===== src/hdl/timeproc_cfg_map.svh =====
// register offsets, field positions, reset values and divider counts for the config block
`ifndef TIMEPROC_CFG_MAP_SVH
`define TIMEPROC_CFG_MAP_SVH
`define CFG_MODULE_OFFSET   32'h0000_0000
`define CFG_TEST_OFFSET     32'h0030_4002
`define CFG_TEST_INDEX      32'h0030_4002
`define CFG_TEST_ADDR       32'h00C1_0008
`define CFG_LOWER_OFFSET    32'h0000_0004
`define BIT_PRIV_ONLY       8
`define BIT_BASE_PSC        9
`define BIT_ENH_MODE        10
`define BIT_T2_EDGE         11
`define BIT_GATE_SEL        6
`define BIT_EXT_PSC         0
`define CFG_RESET_VALUE     16'h0400
`define LOWER_RESET_VALUE   16'h0000
`define DIV_SLOW            32
`define DIV_FAST            4
`define DIV_GATE            8
`define AXI_RESP_OKAY       2'h0
`define AXI_RESP_SLVERR     2'h2
`endif


===== src/hdl/timeproc_cfg_pkg.sv =====
// types shared by the config block
package timeproc_cfg_pkg;
    typedef struct packed {
        logic       privileged_only_select;
        logic       base_prescale_select;
        logic       enhanced_mode_enable;
        logic       second_timebase_edge_select;
        logic [3:0] irq_arbitration_id;
    } cfg_fields_t;
    typedef struct packed {
        logic       extended_prescale_enable;
        logic       second_timebase_gate_select;
    } lower_fields_t;
    typedef enum logic [1:0] {
        T2_PIN_RISE,
        T2_PIN_FALL,
        T2_GATED_RISE,
        T2_GATED_FALL
    } t2_source_t;
endpackage : timeproc_cfg_pkg


===== src/hdl/timeproc_module_config_upper.sv =====
// module configuration register, upper half, with clock selects and AXI4-Lite access
`timescale 1ns/1ps
`include "timeproc_cfg_map.svh"
module timeproc_module_config_upper (
    // clock and reset
    input  wire logic                     aclk,
    input  wire logic                     aresetn,
    // axi4-lite write
    input  wire logic [31:0]              s_axi_awaddr,
    input  wire logic [2:0]               s_axi_awprot,
    input  wire logic                     s_axi_awvalid,
    output logic                          s_axi_awready,
    input  wire logic [31:0]              s_axi_wdata,
    input  wire logic [3:0]               s_axi_wstrb,
    input  wire logic                     s_axi_wvalid,
    output logic                          s_axi_wready,
    output logic [1:0]                    s_axi_bresp,
    output logic                          s_axi_bvalid,
    input  wire logic                     s_axi_bready,
    // axi4-lite read
    input  wire logic [31:0]              s_axi_araddr,
    input  wire logic [2:0]               s_axi_arprot,
    input  wire logic                     s_axi_arvalid,
    output logic                          s_axi_arready,
    output logic [31:0]                   s_axi_rdata,
    output logic [1:0]                    s_axi_rresp,
    output logic                          s_axi_rvalid,
    input  wire logic                     s_axi_rready,
    // timebase clocking, config field outputs and access flag
    input  wire logic                     second_timebase_pin,
    output logic                          first_timebase_tick,
    output logic                          second_timebase_tick,
    output timeproc_cfg_pkg::t2_source_t  second_timebase_source,
    output timeproc_cfg_pkg::cfg_fields_t cfg_fields,
    output logic                          assignable_access_ok
);
    import timeproc_cfg_pkg::*;

    // ---------------- register bank ----------------
    cfg_fields_t   cfg_reg,   cfg_next;
    lower_fields_t low_reg,   low_next;
    logic          enh_locked_reg, enh_locked_next;
    logic          aw_held_reg, aw_held_next;
    logic          w_held_reg,  w_held_next;
    logic [31:0]   awaddr_reg,  awaddr_next;
    logic          awpriv_reg,  awpriv_next;
    logic [31:0]   wdata_reg,   wdata_next;
    logic [3:0]    wstrb_reg,   wstrb_next;
    logic          bvalid_reg,  bvalid_next;
    logic [1:0]    bresp_reg,   bresp_next;
    logic          rvalid_reg,  rvalid_next;
    logic [1:0]    rresp_reg,   rresp_next;
    logic [31:0]   rdata_reg,   rdata_next;
    logic          acc_ok_reg,  acc_ok_next;
    logic          awready_reg, awready_next;
    logic          wready_reg,  wready_next;
    logic          arready_reg, arready_next;

    logic          aw_take, w_take, do_write, ar_take;
    logic [15:0]   cfg_word, low_word;

    assign aw_take  = s_axi_awvalid && !aw_held_reg && !bvalid_reg;
    assign w_take   = s_axi_wvalid && !w_held_reg && !bvalid_reg;
    assign do_write = aw_held_reg && w_held_reg && !bvalid_reg;
    assign ar_take  = s_axi_arvalid && !rvalid_reg;

    always_comb begin
        cfg_word = 16'h0000;
        cfg_word[`BIT_PRIV_ONLY] = cfg_reg.privileged_only_select;
        cfg_word[`BIT_BASE_PSC]  = cfg_reg.base_prescale_select;
        cfg_word[`BIT_ENH_MODE]  = cfg_reg.enhanced_mode_enable;
        cfg_word[`BIT_T2_EDGE]   = cfg_reg.second_timebase_edge_select;
        low_word = 16'h0000;
        low_word[`BIT_EXT_PSC]   = low_reg.extended_prescale_enable;
        low_word[`BIT_GATE_SEL]  = low_reg.second_timebase_gate_select;
    end

    always_comb begin
        cfg_next        = cfg_reg;
        low_next        = low_reg;
        enh_locked_next = enh_locked_reg;
        aw_held_next    = aw_held_reg || aw_take;
        w_held_next     = w_held_reg || w_take;
        awaddr_next     = aw_take ? s_axi_awaddr : awaddr_reg;
        awpriv_next     = aw_take ? s_axi_awprot[0] : awpriv_reg;
        wdata_next      = w_take ? s_axi_wdata : wdata_reg;
        wstrb_next      = w_take ? s_axi_wstrb : wstrb_reg;
        bvalid_next     = bvalid_reg && !s_axi_bready;
        bresp_next      = bresp_reg;
        rvalid_next     = rvalid_reg && !s_axi_rready;
        rresp_next      = rresp_reg;
        rdata_next      = rdata_reg;
        acc_ok_next     = !cfg_reg.privileged_only_select || awpriv_reg;
        if (do_write) begin
            aw_held_next = 1'b0;
            w_held_next  = 1'b0;
            bvalid_next  = 1'b1;
            bresp_next   = `AXI_RESP_OKAY;
            if (awaddr_reg == `CFG_MODULE_OFFSET) begin
                if (wstrb_reg[1]) begin
                    cfg_next.privileged_only_select      = wdata_reg[`BIT_PRIV_ONLY];
                    cfg_next.base_prescale_select        = wdata_reg[`BIT_BASE_PSC];
                    cfg_next.second_timebase_edge_select = wdata_reg[`BIT_T2_EDGE];
                    if (!enh_locked_reg) begin
                        cfg_next.enhanced_mode_enable = wdata_reg[`BIT_ENH_MODE];
                        enh_locked_next = 1'b1;
                    end
                end
            end else if (awaddr_reg == `CFG_LOWER_OFFSET) begin
                if (wstrb_reg[0]) begin
                    low_next.extended_prescale_enable    = wdata_reg[`BIT_EXT_PSC];
                    low_next.second_timebase_gate_select = wdata_reg[`BIT_GATE_SEL];
                end
            end else if (awaddr_reg == `CFG_TEST_ADDR) begin
                bresp_next = `AXI_RESP_OKAY;
            end else begin
                bresp_next = `AXI_RESP_SLVERR;
            end
        end
        if (ar_take) begin
            rvalid_next = 1'b1;
            rresp_next  = `AXI_RESP_OKAY;
            unique case (s_axi_araddr)
                `CFG_MODULE_OFFSET: rdata_next = {16'h0000, cfg_word};
                `CFG_LOWER_OFFSET:  rdata_next = {16'h0000, low_word};
                `CFG_TEST_ADDR:     rdata_next = 32'h0000_0000;
                default: begin
                    rdata_next = 32'h0000_0000;
                    rresp_next = `AXI_RESP_SLVERR;
                end
            endcase
        end
        // ready outputs are registered from the next held and valid state, high only while neither is set
        awready_next = !aw_held_next && !bvalid_next;
        wready_next  = !w_held_next && !bvalid_next;
        arready_next = !rvalid_next;
    end

    always_ff @(posedge aclk) begin
        if (!aresetn) begin
            cfg_reg        <= '{1'b0, 1'b0, 1'b1, 1'b0, 4'h0};
            low_reg        <= '{1'b0, 1'b0};
            enh_locked_reg <= 1'b0;
            aw_held_reg    <= 1'b0;
            w_held_reg     <= 1'b0;
            awaddr_reg     <= 32'h0000_0000;
            awpriv_reg     <= 1'b0;
            wdata_reg      <= 32'h0000_0000;
            wstrb_reg      <= 4'h0;
            bvalid_reg     <= 1'b0;
            bresp_reg      <= 2'h0;
            rvalid_reg     <= 1'b0;
            rresp_reg      <= 2'h0;
            rdata_reg      <= 32'h0000_0000;
            acc_ok_reg     <= 1'b1;
            awready_reg    <= 1'b1;
            wready_reg     <= 1'b1;
            arready_reg    <= 1'b1;
        end else begin
            cfg_reg        <= cfg_next;
            low_reg        <= low_next;
            enh_locked_reg <= enh_locked_next;
            aw_held_reg    <= aw_held_next;
            w_held_reg     <= w_held_next;
            awaddr_reg     <= awaddr_next;
            awpriv_reg     <= awpriv_next;
            wdata_reg      <= wdata_next;
            wstrb_reg      <= wstrb_next;
            bvalid_reg     <= bvalid_next;
            bresp_reg      <= bresp_next;
            rvalid_reg     <= rvalid_next;
            rresp_reg      <= rresp_next;
            rdata_reg      <= rdata_next;
            acc_ok_reg     <= acc_ok_next;
            awready_reg    <= awready_next;
            wready_reg     <= wready_next;
            arready_reg    <= arready_next;
        end
    end

    assign s_axi_awready        = awready_reg;
    assign s_axi_wready         = wready_reg;
    assign s_axi_bvalid         = bvalid_reg;
    assign s_axi_bresp          = bresp_reg;
    assign s_axi_arready        = arready_reg;
    assign s_axi_rvalid         = rvalid_reg;
    assign s_axi_rresp          = rresp_reg;
    assign s_axi_rdata          = rdata_reg;
    assign cfg_fields           = cfg_reg;
    assign assignable_access_ok = acc_ok_reg;

    // ---------------- timebase clocking ----------------
    logic [4:0]  psc_cnt_reg,  psc_cnt_next;
    logic [2:0]  divide_by_eight_clock_cnt_reg, divide_by_eight_clock_cnt_next;
    logic        pin_s1_reg, pin_s2_reg, pin_s3_reg;
    logic        t1_tick_reg, t1_tick_next;
    logic        t2_tick_reg, t2_tick_next;
    t2_source_t  t2_src_reg,  t2_src_next;
    logic [4:0]  psc_last;
    logic        pin_edge;

    always_comb begin
        // slow divider runs unless base_prescale_select picks the fast divide while extended prescale is off
        if (low_reg.extended_prescale_enable) begin
            psc_last = 5'(`DIV_SLOW - 1);
        end else if (cfg_reg.base_prescale_select) begin
            psc_last = 5'(`DIV_FAST - 1);
        end else begin
            psc_last = 5'(`DIV_SLOW - 1);
        end
        psc_cnt_next  = (psc_cnt_reg >= psc_last) ? 5'h00 : psc_cnt_reg + 5'h01;
        t1_tick_next  = (psc_cnt_reg >= psc_last);
        divide_by_eight_clock_cnt_next = divide_by_eight_clock_cnt_reg + 3'h1;
        t2_src_next   = t2_source_t'({low_reg.second_timebase_gate_select,
                                      cfg_reg.second_timebase_edge_select});
        pin_edge = cfg_reg.second_timebase_edge_select ? (pin_s3_reg && !pin_s2_reg)
                                                       : (!pin_s3_reg && pin_s2_reg);
        unique case (t2_src_reg)
            T2_PIN_RISE, T2_PIN_FALL:     t2_tick_next = pin_edge;
            T2_GATED_RISE, T2_GATED_FALL: t2_tick_next = pin_s2_reg
                && (divide_by_eight_clock_cnt_reg == 3'(`DIV_GATE - 1));
        endcase
    end

    always_ff @(posedge aclk) begin
        if (!aresetn) begin
            psc_cnt_reg  <= 5'h00;
            divide_by_eight_clock_cnt_reg <= 3'h0;
            pin_s1_reg   <= 1'b0;
            pin_s2_reg   <= 1'b0;
            pin_s3_reg   <= 1'b0;
            t1_tick_reg  <= 1'b0;
            t2_tick_reg  <= 1'b0;
            t2_src_reg   <= T2_PIN_RISE;
        end else begin
            psc_cnt_reg  <= psc_cnt_next;
            divide_by_eight_clock_cnt_reg <= divide_by_eight_clock_cnt_next;
            pin_s1_reg   <= second_timebase_pin;
            pin_s2_reg   <= pin_s1_reg;
            pin_s3_reg   <= pin_s2_reg;
            t1_tick_reg  <= t1_tick_next;
            t2_tick_reg  <= t2_tick_next;
            t2_src_reg   <= t2_src_next;
        end
    end

    assign first_timebase_tick    = t1_tick_reg;
    assign second_timebase_tick   = t2_tick_reg;
    assign second_timebase_source = t2_src_reg;
endmodule : timeproc_module_config_upper


===== config.mk =====
export PLATFORM = sky130hd
export DESIGN_NAME = timeproc_module_config_upper
export DESIGN_NICKNAME = d
export VERILOG_FILES = /design/src/hdl/timeproc_cfg_pkg.sv /design/src/hdl/timeproc_module_config_upper.sv
export VERILOG_INCLUDE_DIRS = /design/src /design/src/hdl
export SDC_FILE = /design/constraint.sdc
export NUM_CORES = 1
export LEC_CHECK = 0
export ABC_AREA = 1
export BUFFER_PORTS_ARGS = -buffer_cell sky130_fd_sc_hd__buf_2
export CAP_MARGIN = 25
export CORE_ASPECT_RATIO = 1.75
export CORE_UTILIZATION = 49
export CTS_BUF_LIST = sky130_fd_sc_hd__clkbuf_2 sky130_fd_sc_hd__clkbuf_4 sky130_fd_sc_hd__clkbuf_8
export CTS_CLUSTER_DIAMETER = 80
export DETAILED_ROUTE_END_ITERATION = 16
export GPL_TIMING_DRIVEN = 0
export PLACE_DENSITY = 0.84
export SLEW_MARGIN = 0
export SYNTH_ARGS = -nofsm -noshare
export SYNTH_HDL_FRONTEND = slang
export SYNTH_SLANG_ARGS = --single-unit

===== constraint.sdc =====
create_clock -name aclk -period 2.5 [get_ports aclk]
set_input_delay 0.125 -clock aclk [delete_from_list [all_inputs] [get_ports aclk]]
set_output_delay 0.125 -clock aclk [all_outputs]
set_load 0.05 [all_outputs]

==> results.md <==
STA:
- Setup violations remaining at the end of the flow were counted as 0.
- For the finished layout, the period the worst path requires is 1.588 ns.
- The number of max-slew violations in the final report is 0.
- The achievable frequency is 629.6 MHz.
- At the pin with the least slew margin, the transition time is 0.5327 ns.
- The headroom to the max-slew limit is 64.49%.
- Hold timing on the final database bottoms out at a slack of 0.01825 ns.
- The largest clock skew in the final design is 0.01320 ns.
- Setup repair after global routing left no endpoint under its margin.
- The worst setup margin is 0.9116 ns.
- The final hold violation count is 0.
- The sum of negative setup slack is 0 ns.
- Of the available clock period, the critical path in the final layout requires 63.54%.

Min path:
- The worst hold path belongs to the class in -> reg.
- The number of instances on the worst hold path is 3.

Clock tree:
- The number of buffers created by CTS is 9.
- The CTS tree is yes.
- The clock tree synthesis step divided the H-tree into 3 levels.
- Buffers inserted to repair hold after CTS numbered 5.
- Post-CTS timing repair inserted 0 buffers for setup.
- The tree is rooted in a sky130_fd_sc_hd__clkbuf_8.
- At the later pin of the worst-skew pair, clock insertion delay measures 0.35 ns.
- The worst-case clock buffer depth is 2.
- The clock transition at the registers of the reported paths is 0.08 ns.
- The total of cells resized after clock tree synthesis is 0.
- The total number of clock tree sinks is 79.

Synthesis:
- The mean post-synth cell area is 7.510 um2.
- The instance count of the mapped netlist is 469.
- After synthesis, flip-flops and latches occupy 44.90% of the total area.
- During synthesis, Yosys emitted a total of 0 warnings.
- By area the synthesized netlist is led by sky130_fd_sc_hd__dfxtp_1 45%, sky130_fd_sc_hd__nand2_1 10%, sky130_fd_sc_hd__a21oi_1 7.4%, sky130_fd_sc_hd__buf_4 7.0%, sky130_fd_sc_hd__nor2_1 5.3%.
- The number of synthesized flops with an enable pin is 0.
- Of all cell types, the one taking the most synthesized area is sky130_fd_sc_hd__dfxtp_1.
- Summing every instance area after synthesis gives 3522 um2.
- The area share of the largest cell type after synthesis is 44.90%.
- The netlist uses 32 different library cells.
- For this run, asynchronously set or reset flops after synthesis account for 0%.
- The post-synthesis sequential element count is 79.
- In the synthesized netlist the dominant register cell turns out to be sky130_fd_sc_hd__dfxtp_1.

Global routing:
- The first global-routing pass estimated 12360 um of wire.
- The via count of the first global-routing pass is 2969.
- Entering global routing, the biggest net connects 13 pins.
- The total routing usage reported by global routing is 21.83%.
- The number of antenna violations at the first check in global routing is 0.
- The total overflow left after global routing is 0.

Floorplan:
- In this run the standard cell core region covers 6907 um2.
- Measured along the y axis, the die boundary spans 114.2 um.
- The die covers 7545 um2.
- The standard-cell row count is 40.
- From left edge to right edge, the die measures 66.09 um.
- 168 I/O pins were placed.
- Once the floorplan was initialized, standard cells occupied 51.00% of the core.

Critical path:
- The worst register-to-register path has a depth of 10.
- The capturing element type of the critical path is a flip-flop.
- On the worst path, the slowest cell contributes a delay of 0.39 ns.
- The largest fanout of any net on the critical path is 5.
- The data required time at the worst endpoint is 2.78 ns.
- The worst endpoint data arrival time is 1.87 ns.
- By instance count, the cell type seen most on the critical path is sky130_fd_sc_hd__nand2_1.
- The critical path in this run is classified as reg -> reg.
- The slowest stage of the critical path is the sky130_fd_sc_hd__dfxtp_1 cell.
- Walking the worst path, the cells encountered are inv_1, nor2_1, ha_1, o21ai_0, nand2_1, nand3_1, nand2_1, o21ai_1, nand2_1, nor2_1.
- STA classifies the critical path startpoint as a flip-flop.

Power and ir drop:
- The design draws 2.793 mW.
- In this run the power spent charging and discharging nets is 871.5 uW.
- Net switching is 31.20% of the power.
- The internal power of the cells is 1.922 mW.
- The clock network accounts for 29.4% of the total power.
- Sequential cells burn 49.5% of the power.
- The combinational share of power is 21.2%.
- For this design the static power due to leakage is 2.207 nW.
- VDD sags by at most 0.4789 mV.
- The power density of the placed cells is 625.3 nW/um2.

Job:
- The count of maximum capacitance violations is 0.

Cells and area:
- The finished cells cover 4467 um2.
- The ratio of cells with drive above 1 in the final layout is 29.79%.
- The number of standard cells in the final layout excluding fillers is 705.
- The count of nets after finishing is 735.
- The register with the most flip-flops in the layout has 32 of them.
- The number of antenna cells inserted is 0.
- After filler insertion, the fill cell instance count of the layout stands at 639.
- Compared with the post-synthesis result, the final layout area differs by 26.82%.
- Cells fill 64.67% of the core in the end.
- Summing all multi-input logic gate instances after layout gives 1558 um2.
- In the final layout, flip-flops and latches occupy 1582 um2.

Route:
- In this run, the number of DRC markers left after iteration 0 of detailed routing was 109.
- The mean routed wirelength per cell is 11.09 um.
- The detailed-route via count is 3306.
- The detail route stage leaves a number of antenna-violating nets equal to 0.
- After detailed routing, the total wire length is 7816 um.
- The via density per instance is 4.689.
- The total DRC errors in the routed layout is 0.
- The first-pass iteration count of the detailed router is 4.

Place:
- The last weighted congestion value of the routability-driven placer is 0.7899.
- The worst setup slack before clock tree synthesis is 0.9164 ns.
- The placed cell area is 4249 um2.
- The post-detailed-placement half-perimeter wirelength is 6220 um.
- The cell total after placement is 685.
- The number of buffers inserted by port buffering is 101.

Run status:
- The run finished with clean final reports.
[cell families after synthesis]
family	Yosys count	synth area share, %
DFF	79	44.90
and+or+nand+nor	200	26.25
xor gates and xnor gates	3	0.7461
AOI/OAI and AO/OA	84	12.40
buffers and inverters	98	14.17
other	1	0.1065
adders and majority gates	4	1.421
[power groups by stage]
stage	Sequential [mW]	Clock, mW	Combinational (mW)
2_1_floorplan	1.45	0	0.396
3_3_place_gp	1.41	0	0.572
3_5_place_dp	1.41	0	0.586
4_1_cts	1.38	0.838	0.593
5_1_grt	1.39	0.897	0.652
6_report	1.38	0.820	0.591
[cells in the final DEF, fill, tap and decap left out, types with 2 or more instances in the layout]
cell type and n:
sky130_fd_sc_hd__clkinv_2 3, sky130_fd_sc_hd__nand3_2 3, sky130_fd_sc_hd__inv_1 44, sky130_fd_sc_hd__nor3_2 2
sky130_fd_sc_hd__nor3_1 5, sky130_fd_sc_hd__clkbuf_1 9, sky130_fd_sc_hd__nand2_4 2, sky130_fd_sc_hd__nand2_1 97
sky130_fd_sc_hd__a211oi_1 2, sky130_fd_sc_hd__nor2_1 50, sky130_fd_sc_hd__nand4_1 7, sky130_fd_sc_hd__buf_2 107
sky130_fd_sc_hd__nand3_1 17, sky130_fd_sc_hd__dlygate4sd3_1 5, sky130_fd_sc_hd__buf_4 33, sky130_fd_sc_hd__nor2_4 4
sky130_fd_sc_hd__conb_1 32, sky130_fd_sc_hd__ha_1 4, sky130_fd_sc_hd__o21ai_0 25, sky130_fd_sc_hd__o21ai_1 2
sky130_fd_sc_hd__a21oi_1 52, sky130_fd_sc_hd__nand2_2 2, sky130_fd_sc_hd__clkbuf_8 10, sky130_fd_sc_hd__dfxtp_1 79
sky130_fd_sc_hd__inv_2 6, sky130_fd_sc_hd__nor2_2 7, sky130_fd_sc_hd__xor2_1 2
[worst max-delay path: cells and delay by family (launching register included)]
family | cells | cell delay [ns]
flip-flops | 1 | 0.39
AO/OA/AOI/OAI | 2 | 0.20
AND/OR/NAND/NOR | 6 | 0.64
adder cells (fa/ha/maj) | 1 | 0.25
buffers and inverters | 1 | 0.06
[cell type report]
cell class	instances	area share, %
plain buffers	48	6.975
clock buffers	11	3.249
clock inverters	4	0.5042
inverters	50	4.202
multi-input cells	323	34.87
flip-flops and latches	79	35.41
well taps	84	2.353
repair buffers	106	12.44
[layer usage]
metal | global-route usage, % | vias to the layer above | routed length (um)
met1 | 19.60 | 1439 | 2798
met2 | 41.97 | 127 | 4291
met5 | 0 | - | 0
met3 | 5.876 | 18 | 514
li1 | - | 1722 | -
met4 | 11.77 | 0 | 211
[synthesized netlist by cell type (3+ instances only)]
cell type	number
sky130_fd_sc_hd__nor3_1	5
sky130_fd_sc_hd__buf_2	6
sky130_fd_sc_hd__nor2_1	50
sky130_fd_sc_hd__nor2_2	7
sky130_fd_sc_hd__clkbuf_1	9
sky130_fd_sc_hd__inv_2	6
sky130_fd_sc_hd__buf_4	33
sky130_fd_sc_hd__a21oi_1	52
sky130_fd_sc_hd__nand3_1	17
sky130_fd_sc_hd__o21ai_0	25
sky130_fd_sc_hd__nand4_1	7
sky130_fd_sc_hd__nand2_1	97
sky130_fd_sc_hd__ha_1	4
sky130_fd_sc_hd__dfxtp_1	79
sky130_fd_sc_hd__nand3_2	3
sky130_fd_sc_hd__nor2_4	4
sky130_fd_sc_hd__inv_1	44
[final timing paths]
kind,startpoint,endpoint,slack [ns]
setup / recovery,cfg_fields[6],psc_cnt_reg[4],0.91
hold / removal,s_axi_awaddr[28],awaddr_reg[28],0.02
setup reg to reg,cfg_fields[6],psc_cnt_reg[4],0.91
hold reg to reg,pin_s1_reg,pin_s2_reg,0.43
Note: power is estimated with default switching activity, not from simulation.
